### config.mk
export PLATFORM = sky130hd
export DESIGN_NAME = sws_frontend
export DESIGN_NICKNAME = d
export VERILOG_FILES = /design/src/rtl/sws_pkg.sv /design/src/rtl/sws_frontend.sv
export SDC_FILE = /design/constraint.sdc
export NUM_CORES = 1
export LEC_CHECK = 0
export BUFFER_PORTS_ARGS = -buffer_cell sky130_fd_sc_hd__buf_2
export CORE_MARGIN = 3
export CORE_UTILIZATION = 40
export DETAILED_ROUTE_END_ITERATION = 8
export HOLD_SLACK_MARGIN = 0.15
export REMOVE_ABC_BUFFERS = 1
export SETUP_SLACK_MARGIN = 0.2
export SYNTH_ARGS = -nofsm -noshare
export SYNTH_HDL_FRONTEND = slang
export SYNTH_SLANG_ARGS = --single-unit
### constraint.sdc
create_clock -name hclk -period 3.7 [get_ports hclk]
set_clock_uncertainty 0.1 [all_clocks]
set_input_delay 1.11 -clock hclk [delete_from_list [all_inputs] [get_ports hclk]]
set_output_delay 1.11 -clock hclk [all_outputs]
set_load 0.005 [all_outputs]
### src/rtl/sws_pkg.sv
package sws_pkg;
  // Clock and timing figures in their own units
  localparam int SWS_CLK_NS = 8;
  localparam int SWS_CLK_MHZ = 125;
  localparam int SWS_MIN_CLK_MHZ = 16;
  localparam int SWS_RST_MIN_NS = 460000;
  localparam int SWS_RST_MAX_NS = 600000;
  localparam int SWS_PRES_WAIT_NS = 30000;
  localparam int SWS_PRES_NS = 100000;
  localparam int SWS_ONE_MAX_NS = 15000;

  // Cycle counts: least times round up, longest times round down
  localparam int SWS_RST_MIN_CYC = (SWS_RST_MIN_NS + SWS_CLK_NS - 1) / SWS_CLK_NS;
  localparam int SWS_RST_MAX_CYC = SWS_RST_MAX_NS / SWS_CLK_NS;
  localparam int SWS_PRES_WAIT_CYC = (SWS_PRES_WAIT_NS + SWS_CLK_NS - 1) / SWS_CLK_NS;
  localparam int SWS_PRES_CYC = (SWS_PRES_NS + SWS_CLK_NS - 1) / SWS_CLK_NS;
  localparam int SWS_ONE_MAX_CYC = SWS_ONE_MAX_NS / SWS_CLK_NS;
  localparam int SWS_CNT_W = 17;

  // Register byte offsets
  localparam logic [7:0] SWS_A_CTRL = 8'h00;
  localparam logic [7:0] SWS_A_STATUS = 8'h04;
  localparam logic [7:0] SWS_A_RXDATA = 8'h08;
  localparam logic [7:0] SWS_A_TARGET = 8'h0c;
  localparam logic [7:0] SWS_A_ENDSTAT = 8'h10;
  localparam logic [7:0] SWS_A_REGNUM_LO = 8'h14;
  localparam logic [7:0] SWS_A_REGNUM_HI = 8'h18;
  localparam logic [7:0] SWS_A_INT_STAT = 8'h1c;
  localparam logic [7:0] SWS_A_INT_MASK = 8'h20;

  // Field positions
  localparam int SWS_CTRL_EN = 0;
  localparam int SWS_ES_END_W = 5;
  localparam int SWS_ES_AA = 5;
  localparam int SWS_ES_VOID = 6;
  localparam int SWS_ES_PF = 7;
  localparam int SWS_EV_RST = 0;
  localparam int SWS_EV_BYTE = 1;
  localparam int SWS_EV_PRES = 2;
  localparam int SWS_EV_W = 3;

  // Reset values
  localparam logic SWS_CTRL_RST = 1'b1;
  localparam logic [15:0] SWS_TA_RST = 16'h0000;

  typedef enum logic [2:0] {SWS_IDLE, SWS_LOW, SWS_WAIT, SWS_PRES, SWS_RECOV} sws_fsm_t;
  typedef enum logic [1:0] {SWS_PH_INIT, SWS_PH_ROM, SWS_PH_MEM, SWS_PH_DATA} sws_phase_t;

  // Completed byte handed to command processing
  typedef struct packed {
    logic valid;
    sws_phase_t phase;
    logic [7:0] data;
  } sws_rx_t;

  // Whole state of the front end
  typedef struct packed {
    logic sync1;
    logic sync2;
    sws_fsm_t fsm;
    logic [SWS_CNT_W-1:0] cnt;
    sws_phase_t phase;
    logic [2:0] bitcnt;
    logic [7:0] shreg;
    sws_rx_t rx;
    logic enable;
    logic [15:0] ta;
    logic [SWS_ES_END_W-1:0] es_end;
    logic es_aa;
    logic es_pf;
    logic [SWS_EV_W-1:0] int_stat;
    logic [SWS_EV_W-1:0] int_mask;
    logic a_valid;
    logic a_wr;
    logic [7:0] a_addr;
    logic [31:0] hrdata;
  } sws_state_t;

  // Reflected CRC8 (x^8+x^5+x^4+1), data taken LSB first
  function automatic logic [7:0] sws_crc8(input logic [55:0] d);
    logic [7:0] c;
    logic fb;
    c = 8'h00;
    for (int i = 0; i < 56; i++) begin
      fb = c[0] ^ d[i];
      c = {1'b0, c[7:1]};
      if (fb) begin
        c = c ^ 8'h8c;
      end
    end
    return c;
  endfunction
endpackage

### src/rtl/sws_frontend.sv
`timescale 1ns/10ps
`default_nettype none
module sws_frontend import sws_pkg::*; #(
  parameter int RST_MIN_CYC = SWS_RST_MIN_CYC,
  parameter int RST_MAX_CYC = SWS_RST_MAX_CYC,
  parameter int PRES_CYC = SWS_PRES_CYC,
  parameter int MEM_SIZE = 65536,
  parameter logic [7:0] FAMILY_CODE = 8'h5a,      // Arbitrary value
  parameter logic [31:0] LOT_WAFER_ID = 32'h01234567, // Arbitrary value
  parameter logic [7:0] DIE_X = 8'h11,            // Arbitrary value
  parameter logic [7:0] DIE_Y = 8'h22             // Arbitrary value
) (
  // Clock and reset
  input wire logic hclk,
  input wire logic hresetn,
  // AHB-Lite slave
  input wire logic hsel,
  input wire logic [31:0] haddr,
  input wire logic [1:0] htrans,
  input wire logic hwrite,
  input wire logic [2:0] hsize,
  input wire logic [31:0] hwdata,
  input wire logic hready,
  output logic hreadyout,
  output logic [31:0] hrdata,
  output logic hresp,
  // Shared open-drain data line
  input wire logic line_in,
  output logic line_out,
  output logic line_oe,
  // Byte hand-over and interrupt
  output sws_rx_t rx,
  output logic irq
);
  localparam logic [SWS_CNT_W-1:0] C_RST_MIN = SWS_CNT_W'(RST_MIN_CYC);
  localparam logic [SWS_CNT_W-1:0] C_RST_MAX = SWS_CNT_W'(RST_MAX_CYC);
  localparam logic [SWS_CNT_W-1:0] C_ONE_MAX = SWS_CNT_W'(SWS_ONE_MAX_CYC);
  localparam logic [SWS_CNT_W-1:0] C_WAIT_END = SWS_CNT_W'(SWS_PRES_WAIT_CYC - 1);
  localparam logic [SWS_CNT_W-1:0] C_PRES_END = SWS_CNT_W'(PRES_CYC - 1);
  localparam logic [15:0] TA_MASK = 16'(MEM_SIZE - 1);
  localparam logic [55:0] RN_BODY = {DIE_Y, DIE_X, LOT_WAFER_ID, FAMILY_CODE};
  localparam logic [63:0] REGNUM = {sws_crc8(RN_BODY), RN_BODY};

  // Timing notes:
  // Pulse width counts from the first synchronised low sample,
  // so a pulse of N clock cycles is classed with count N.
  // Line edges reach the counter two cycles late; the wait
  // before presence is counted from the classifying edge.
  // The counter saturates, so a stuck-low line never wraps
  // back into the reset window.
  // Pulses above the reset window drop sync to the init phase;
  // the master then has to send a proper reset.
  // Registration number is fixed at elaboration:
  // family code in byte zero, CRC in byte seven.

  // Elaboration checks on clock rate and parameters
  if (SWS_CLK_MHZ < SWS_MIN_CLK_MHZ) begin : g_bad_clk
    $error("Sampling clock below minimum rate");
  end
  if (RST_MIN_CYC <= SWS_ONE_MAX_CYC || RST_MAX_CYC < RST_MIN_CYC
      || RST_MAX_CYC >= (1 << SWS_CNT_W) - 1 || PRES_CYC < 1) begin : g_bad_time
    $error("Pulse timing parameters out of range");
  end
  if (MEM_SIZE < 32 || MEM_SIZE > 65536 || (MEM_SIZE & (MEM_SIZE - 1)) != 0) begin : g_bad_mem
    $error("Storage size must be a power of two, 32 to 65536");
  end

  sws_state_t st;
  sws_state_t next_st;

  // Next-state logic: line timing, byte assembly, register file
  always_comb begin
    logic rx_bit;
    logic [7:0] new_sh;
    logic [SWS_EV_W-1:0] ev;
    logic [SWS_EV_W-1:0] w1c;
    logic [31:0] rd;
    rx_bit = 1'b0;
    new_sh = 8'h00;
    ev = '0;
    w1c = '0;
    rd = 32'h0000_0000;
    next_st = st;
    next_st.rx.valid = 1'b0;
    // Two-flop synchroniser for the line
    next_st.sync1 = line_in;
    next_st.sync2 = st.sync1;

    // Line state machine: idle, low-pulse measurement, wait before
    // presence, presence drive, and recovery until the line is high.
    case (st.fsm)
      SWS_IDLE: begin
        if (!st.sync2) begin
          next_st.fsm = SWS_LOW;
          next_st.cnt = SWS_CNT_W'(1);
        end
      end
      SWS_LOW: begin
        if (st.sync2) begin
          // Classify the finished low pulse
          next_st.fsm = SWS_IDLE;
          if (st.cnt > C_RST_MAX) begin
            next_st.phase = SWS_PH_INIT; // Overlong: sync lost
          end else if (st.cnt >= C_RST_MIN) begin
            next_st.fsm = SWS_WAIT;
            next_st.cnt = '0;
            next_st.bitcnt = 3'd0;
            next_st.phase = SWS_PH_ROM;
            ev[SWS_EV_RST] = 1'b1;
          end else if (st.phase != SWS_PH_INIT) begin
            // Short pulses before a reset are ignored, so no overdrive reset exists
            rx_bit = (st.cnt <= C_ONE_MAX);
            new_sh = {rx_bit, st.shreg[7:1]};
            next_st.shreg = new_sh;
            next_st.bitcnt = 3'(st.bitcnt + 3'd1);
            if (st.bitcnt == 3'd7) begin
              next_st.rx.valid = 1'b1;
              next_st.rx.phase = st.phase;
              next_st.rx.data = new_sh;
              ev[SWS_EV_BYTE] = 1'b1;
              if (st.phase != SWS_PH_DATA) begin
                next_st.phase = sws_phase_t'(2'(st.phase + 2'd1));
              end
            end
          end
        end else if (st.cnt != '1) begin
          next_st.cnt = SWS_CNT_W'(st.cnt + 1'b1);
        end
      end
      SWS_WAIT: begin
        if (st.cnt == C_WAIT_END) begin
          next_st.fsm = SWS_PRES;
          next_st.cnt = '0;
        end else begin
          next_st.cnt = SWS_CNT_W'(st.cnt + 1'b1);
        end
      end
      SWS_PRES: begin
        if (st.cnt == C_PRES_END) begin
          next_st.fsm = SWS_RECOV;
        end else begin
          next_st.cnt = SWS_CNT_W'(st.cnt + 1'b1);
        end
      end
      SWS_RECOV: begin
        // Own presence still echoes through the synchroniser
        if (st.sync2) begin
          next_st.fsm = SWS_IDLE;
          ev[SWS_EV_PRES] = 1'b1;
        end
      end
      default: begin
        next_st.fsm = SWS_IDLE;
      end
    endcase

    // Disabled front end releases the line and forgets sync
    if (!st.enable) begin
      next_st.fsm = SWS_IDLE;
      next_st.phase = SWS_PH_INIT;
    end

    // Writes land at the edge ending the data phase; read data is
    // built from next-state values so a read right after a write
    // returns the new value.
    // Bus data phase: register writes
    if (st.a_valid && st.a_wr) begin
      case (st.a_addr)
        SWS_A_CTRL: next_st.enable = hwdata[SWS_CTRL_EN];
        SWS_A_TARGET: next_st.ta = hwdata[15:0] & TA_MASK;
        SWS_A_ENDSTAT: begin
          next_st.es_end = hwdata[SWS_ES_END_W-1:0];
          next_st.es_aa = hwdata[SWS_ES_AA];
          next_st.es_pf = hwdata[SWS_ES_PF];
        end
        SWS_A_INT_STAT: w1c = hwdata[SWS_EV_W-1:0];
        SWS_A_INT_MASK: next_st.int_mask = hwdata[SWS_EV_W-1:0];
        default: begin
        end
      endcase
    end
    // Sticky events; a new event wins over its clear
    next_st.int_stat = (st.int_stat & ~w1c) | ev;

    // Bus address phase: capture and prepare read data
    if (hready) begin
      next_st.a_valid = hsel && htrans[1];
      next_st.a_wr = hwrite;
      next_st.a_addr = haddr[7:0];
    end
    case (haddr[7:0])
      SWS_A_CTRL: rd = {31'h0, next_st.enable};
      SWS_A_STATUS: rd = {26'h0, st.sync2, next_st.bitcnt, next_st.phase};
      SWS_A_RXDATA: rd = {22'h0, next_st.rx.phase, next_st.rx.data};
      SWS_A_TARGET: rd = {16'h0, next_st.ta};
      SWS_A_ENDSTAT: rd = {24'h0, next_st.es_pf, 1'b0, next_st.es_aa, next_st.es_end};
      SWS_A_REGNUM_LO: rd = REGNUM[31:0];
      SWS_A_REGNUM_HI: rd = REGNUM[63:32];
      SWS_A_INT_STAT: rd = {29'h0, next_st.int_stat};
      SWS_A_INT_MASK: rd = {29'h0, next_st.int_mask};
      default: rd = 32'h0000_0000;
    endcase
    if (hready && hsel && htrans[1] && !hwrite) begin
      next_st.hrdata = rd;
    end
  end

  // State is one packed record; reset gives the line its idle
  // high level in both synchroniser stages, so no false falling
  // edge is seen right after reset.
  // Enable comes up set, so the line is watched from the start.
  // State register
  always_ff @(posedge hclk or negedge hresetn) begin
    if (!hresetn) begin
      st <= '0;
      st.sync1 <= 1'b1;
      st.sync2 <= 1'b1;
      st.enable <= SWS_CTRL_RST;
      st.ta <= SWS_TA_RST;
    end else begin
      st <= next_st;
    end
  end

  // Outputs
  assign hreadyout = 1'b1;
  assign hresp = 1'b0;
  assign hrdata = st.hrdata;
  assign line_out = 1'b0;
  assign line_oe = (st.fsm == SWS_PRES);
  assign rx = st.rx;
  assign irq = |(st.int_stat & st.int_mask);
endmodule // sws_frontend
`default_nettype wire

==> results of run 1 <==
[synthesized netlist by cell type (6+ instances only)]
master | number | area [um^2]
nand3_1 | 23 | 115
nand2b_1 | 8 | 50.1
nor4bb_1 | 6 | 60.1
inv_1 | 20 | 75.1
ha_1 | 6 | 75.1
o21ai_0 | 27 | 135
clkbuf_1 | 15 | 56.3
a22o_1 | 7 | 61.3
nor2b_1 | 6 | 37.5
a21oi_1 | 12 | 60.1
o31ai_1 | 13 | 97.6
nand4_1 | 10 | 62.6
buf_2 | 9 | 45.0
nor4_1 | 9 | 56.3
nor2_1 | 28 | 105
nand2_1 | 46 | 173
buf_4 | 46 | 345
dfrtp_1 | 101 | 2530
a21boi_0 | 6 | 45.0
mux2_2 | 48 | 541
[per-layer routing]
| metal | global-route usage | share of wire |
|---|---|---|
| met5 | 0 | 0 |
| met4 | 0.0689 | 0.019 |
| met3 | 0.0290 | 0.038 |
| met2 | 0.260 | 0.46 |
| met1 | 0.235 | 0.48 |
[where the power goes]
part | switching (mW) | internal (mW) | leakage, nW
Combinational | 0.0870 | 0.0584 | 1.35
Sequential | 0.0188 | 1.17 | 1.36
Clock | 0.470 | 0.546 | 0.154
Total | 0.576 | 1.77 | 2.86
[state kept, by name, summed over array words and instances, names as in the netlist]
name / flops
rx: 11
hrdata: 19
st: 73
next_st: 1
[metrics by stage]
step                cells  power, mW
finish                755       2.35
global route          755       2.44
CTS                   755       2.39
detailed placement    739       1.36
global placement      739       1.35
floorplan             481       1.27
[area by class of cell]
| cell class | count | area share |
|---|---|---|
| Sequential cell | 104 | 0.419 |
| Multi-Input combinational cell | 357 | 0.409 |
| Timing Repair Buffer | 82 | 0.0736 |
| Clock buffer | 9 | 0.0362 |
| Tap cell | 176 | 0.0354 |
| Clock inverter | 7 | 0.0155 |
| Inverter | 20 | 0.0121 |
[cell families after synthesis]
logic type / count (synthesis) / share of synthesized area
flops: 104 / 0.460
fa+ha+maj: 6 / 0.0132
simple gates: 176 / 0.178
compound gates: 110 / 0.138
mux: 56 / 0.112
buf+inv: 94 / 0.0977
other cells: 2 / 0.00132
[how the worst min path moves through the flow]
| stage | to | startpoint | depth (start not counted) | slack (ns) |
|---|---|---|---|---|
| after CTS | st[116] | next_st[116] | 0 | 0.26 |
| after global placement | st[116] | next_st[116] | 0 | 0.25 |
| after floorplan | st[116] | next_st[116] | 0 | 0.25 |
| final | st[116] | next_st[116] | 0 | 0.26 |
| after global routing | st[116] | next_st[116] | 0 | 0.26 |
| after detailed placement | st[116] | next_st[116] | 0 | 0.25 |
[timing repair]
action,4_1_cts,5_1_grt
buffers inserted,0,0
endpoints found under the hold margin,0,0
endpoints found under the setup margin,0,5
resized for setup,0,1
==> results.tsv, run 1 <==
stage	metric	value	unit
cells_and_area	antenna_cells	0	
cells_and_area	fin_area	6220	um^2
timing	period_share	0.845	
grt	grt_pass1_vias	4080	
worst_setup_path	crit_family	simple AND/OR/NAND/NOR gates	
worst_setup_path	crit_type	reg -> reg	
timing	fmax	320	MHz
placement	place_congestion	0.822	
power	p_leak	2.86	nW
route	drc	0	
worst_setup_path	start_kind	flop	
cells_and_area	drive_gt1_frac	0.283	
placement	port_buffers	69	
worst_setup_path	rr_worst_depth	11	
die	initial_core_util	0.418	
route	wirelength	13000	um
grt	grt_max_degree	68	
worst_setup_path	endpoint_kind	flop	
timing	hold_violations	0	
worst_setup_path	critPathLaunch	st[103]	
timing	setup_viol	0	
cells_and_area	final_common_cell	dfrtp_1	
yosys	synthCells	548	
yosys	ys.flop_type	dfrtp_1	
timing	rsz0062_at_grt	false	
yosys	syn_area	5670	um^2
timing	relSlewSlack	0.477	
cells_and_area	register_area	2610	um^2
placement	place_area	5900	um^2
cts	cts_sinks	104	
timing	holdWs	0.259	ns
cts	cts_tree	done	
route	drt-initial-drc-count	247	
grt	antenna_found_initial	0	
die	ioPinCount	123	
power	irDropWorstVdd	0.253	mV
cells_and_area	nNetsFinal	655	
die	die_height	125	um
cts	insertion_delay	0.35	ns
status	status	finished, final reports clean	
worst_setup_path	cp.arrival	3.24	ns
worst_setup_path	worstReg2RegStart	st[103]	
cells_and_area	multi_input_area	2540	um^2
worst_setup_path	cpPeakStageDelay	0.51	ns
job	maxCapViolCount	0	
yosys	ys_ff_latch	104	
placement	hpwl	9450	um
hold_path	hp-class	reg -> reg	
die	die_x	125	um
yosys	async_flop_share	1.00	
timing	drv_slew	0	
cells_and_area	post-route-util	0.459	
grt	grt_use_total	0.168	
route	vias	4149	
cts	htree_levels	3	
cts	postCtsHoldBufs	0	
cts	cts.path.max_buffers	2	
yosys	synth_cell_types	69	
worst_setup_path	crit_chain	nand3_1 -> nor4_2 -> and3_1 -> and3_1 -> ha_1 -> nand3b_1 -> a21oi_1 -> nor2_1 -> o211ai_1 -> or2_1 -> o21ai_0	
yosys	syn_avg_cell_area	10.3	um^2
timing	setup_slack	0.573	ns
worst_setup_path	crit_end	st[107]	
route	dr.pass1.iters	4	
worst_setup_path	path_max_fanout	14	
grt	grt_pass1_wl	21400	um
timing	setup_tns	0	ns
timing	min_period	3.13	ns
worst_setup_path	crit_top_cell	and3_1	
route	routedWlPerCell	17.2	um
cells_and_area	layout_common_cells	dfrtp_1, buf_2, mux2_2	
cts	cts_made_buffers	9	
worst_setup_path	crit_buf_inv	0	
yosys	yosysSeqAreaShare	0.460	
yosys	yosys_warnings	0	
die	core-area	13600	um^2
cts	cts_root_buf	clkbuf_16	
die	rows	42	
cells_and_area	nFillCells	1273	
route	final_antenna_net_count	0	
worst_setup_path	crit_cells	11	
grt	overflow	0	
power	p_per_area	377	nW/um^2
route	via_per_inst	5.50	
yosys	synth_edf_count	0	
placement	pre_cts_ws	0.451	ns
cells_and_area	area.growth.synth_to_final	9.75	%
die	dieArea	15600	um^2
worst_setup_path	cp_slowest_cell	dfrtp_1	
worst_setup_path	r2r_setup_slack	0.57	ns
cts	clk_pin_slew	0.07	ns
worst_setup_path	reg2reg_to	st[107]	
worst_setup_path	cp.required	3.81	ns
timing	tightest_slew	0.781	ns
Power figures use the tool's default switching activity.
==> run 2: changes to the inputs <==
==> constraint.sdc (replaced) <==
create_clock -name hclk -period 2.55 [get_ports hclk]
set_clock_uncertainty 0.1 [all_clocks]
set_input_delay 0.765 -clock hclk [delete_from_list [all_inputs] [get_ports hclk]]
set_output_delay 0.765 -clock hclk [all_outputs]
set_load 0.005 [all_outputs]
==> run 2 against run 1 <==
Compared with the run above: the flow now finishes with violations (setup timing); hold slack barely moved; non-clock buffer count grew 64; final cell count is 8.5% higher; power increased by 44%; first-iteration DRC count rose by 32%; worst setup slack worse by 0.63 ns; global-route usage up 0.69 points; largest cell class is now multi-input combinational cells; highest routed layer unchanged.
==> results.tsv, run 2 (synthesized netlist as in run 1, its figures left out) <==
stage	metric	value	unit
status	status	complete, but fails checks	
status	violations	setup timing	
hold_path	hp-class	reg -> reg	
cts	cts_sinks	104	
cts	htree_levels	3	
worst_setup_path	crit_type	reg -> reg	
power	p_leak	3.24	nW
die	die_x	125	um
grt	antenna_found_initial	0	
job	maxCapViolCount	0	
timing	setup_tns	-0.279	ns
placement	hpwl	10200	um
route	final_antenna_net_count	0	
grt	grt_pass1_vias	4316	
power	netSwitchingFraction	0.260	
route	wirelength	14100	um
cts	insertion_delay	0.36	ns
timing	period_share	1.02	
timing	rsz0062_at_grt	true	
cells_and_area	drive_gt1_frac	0.415	
worst_setup_path	endpoint_kind	flop	
die	ioPinCount	123	
grt	grt_pass1_wl	22400	um
timing	min_period	2.61	ns
cells_and_area	nNetsFinal	719	
cells_and_area	instances_no_fill	819	
grt	grt_use_total	0.175	
worst_setup_path	worstReg2RegStart	st[96]	
cts	clk_pin_slew	0.08	ns
timing	relSlewSlack	0.605	
cells_and_area	final_common_cell	dfrtp_1	
timing	tightest_slew	0.588	ns
cts	cts_tree	done	
timing	hold_violations	0	
route	dr.pass1.iters	4	
route	drt-initial-drc-count	327	
die	core-area	13600	um^2
worst_setup_path	cp.arrival	2.77	ns
cts	cts_made_buffers	9	
hold_path	min_from	next_st[116]	
placement	place_congestion	0.857	
cells_and_area	layout_common_cells	dfrtp_1, buf_4, buf_2	
cts	cts.path.max_buffers	2	
placement	port_buffers	69	
route	vias	4483	
die	die_height	125	um
route	drc	0	
timing	setup_viol	10	
power	p_per_area	486	nW/um^2
grt	grt_max_degree	42	
cells_and_area	post-route-util	0.515	
power	pwr-share-seq	0.507	
power	pwr-share-clk	0.415	
die	rows	42	
power	power_frac_comb	0.078	
worst_setup_path	critPathLaunch	st[96]	
cells_and_area	regMostFlops	st	
power	p_int	2.51	mW
cells_and_area	area.growth.synth_to_final	23.1	%
route	via_per_inst	5.47	
cells_and_area	antenna_cells	0	
power	irDropWorstVdd	0.287	mV
worst_setup_path	start_kind	flop	
timing	fmax	383	MHz
cells_and_area	largest_reg_flops	73	
worst_setup_path	cp.required	2.71	ns
grt	overflow	0	
cts	cts_root_buf	clkbuf_16	
worst_setup_path	path_max_fanout	7	
timing	setup_slack	-0.0608	ns
power	p_sw	0.881	mW
timing	drv_slew	0	
die	dieArea	15600	um^2
die	initial_core_util	0.418	
placement	placed_cells	780	
route	routedWlPerCell	17.2	um
[run 2: cell count changes in the layout (fill, tap and decap cells not counted), sizes merged]
cell and delta:
buf +64, bufinv -1, clkinv +1, clkinvlp +1
inv -1
[run 2: final timing paths]
kind | to | slack [ns] | depth (start not counted)
worst max-delay path | st[106] | -0.06 | 14
worst min-delay path | st[116] | 0.26 | 0
worst max register to register | st[106] | -0.06 | 14
worst min register to register | st[116] | 0.26 | 0
max in group asynchronous | st[32] | 1.44 | 2
min in group asynchronous | rx[10] | 0.29 | 1
[run 2: what timing repair did]
item                                    in CTS  in global routing
gates cloned                                 1                  0
buffers inserted                             6                 16
endpoints found under the setup margin      25                 27
pin swaps                                    5                  4
hold buffers                                 0                  0
resized for setup                           23                 41
[run 2: critical path: stages, from the launching register on]
cell and delay, ns:
dfrtp_1 0.39, ha_2 0.19, nand4_1 0.14, nor4_2 0.06, buf_4 0.13, and3_4 0.17
and3_4 0.18, ha_4 0.15, nand3b_1 0.07, a21oi_1 0.07, nor2_1 0.08, o211ai_1 0.13
or2_4 0.29, buf_12 0.15, o31ai_2 0.22
[run 2: layer usage]
| layer | share of wire | GRT usage |
|---|---|---|
| met3 | 0.044 | 0.0239 |
| met1 | 0.47 | 0.249 |
| met5 | 0 | 0 |
| met4 | 0.014 | 0.0587 |
| met2 | 0.48 | 0.277 |
[run 2: final cells by class]
cell class                      instances  area (um^2)
Multi-Input combinational cell        357         2770
Clock inverter                          7         83.8
Clock buffer                            9          225
Tap cell                              176          220
Timing Repair Buffer                  146         1000
Fill cell                            1223         6580
Inverter                               20         75.1
Sequential cell                       104         2610
[run 2: power by group through the flow]
stage / registers, mW / clock network, mW / logic [mW]
floorplan: 1.75 / 0 / 0.0998
global placement: 1.75 / 0 / 0.225
detailed placement: 1.75 / 0 / 0.233
CTS: 1.72 / 1.46 / 0.244
global route: 1.72 / 1.51 / 0.292
finish: 1.72 / 1.41 / 0.263
[run 2: metrics by stage]
step | power (mW) | setup slack [ns] | cell area, um^2 | hold slack, ns
after floorplan | 1.85 | -0.464 | 5220 | 0.245
after global placement | 1.97 | -0.129 | 6230 | 0.247
after detailed placement | 1.98 | -0.139 | 6230 | 0.248
after CTS | 3.42 | -0.0496 | 6710 | 0.259
after global routing | 3.53 | -0.244 | 6980 | 0.262
final | 3.39 | -0.0608 | 6980 | 0.258
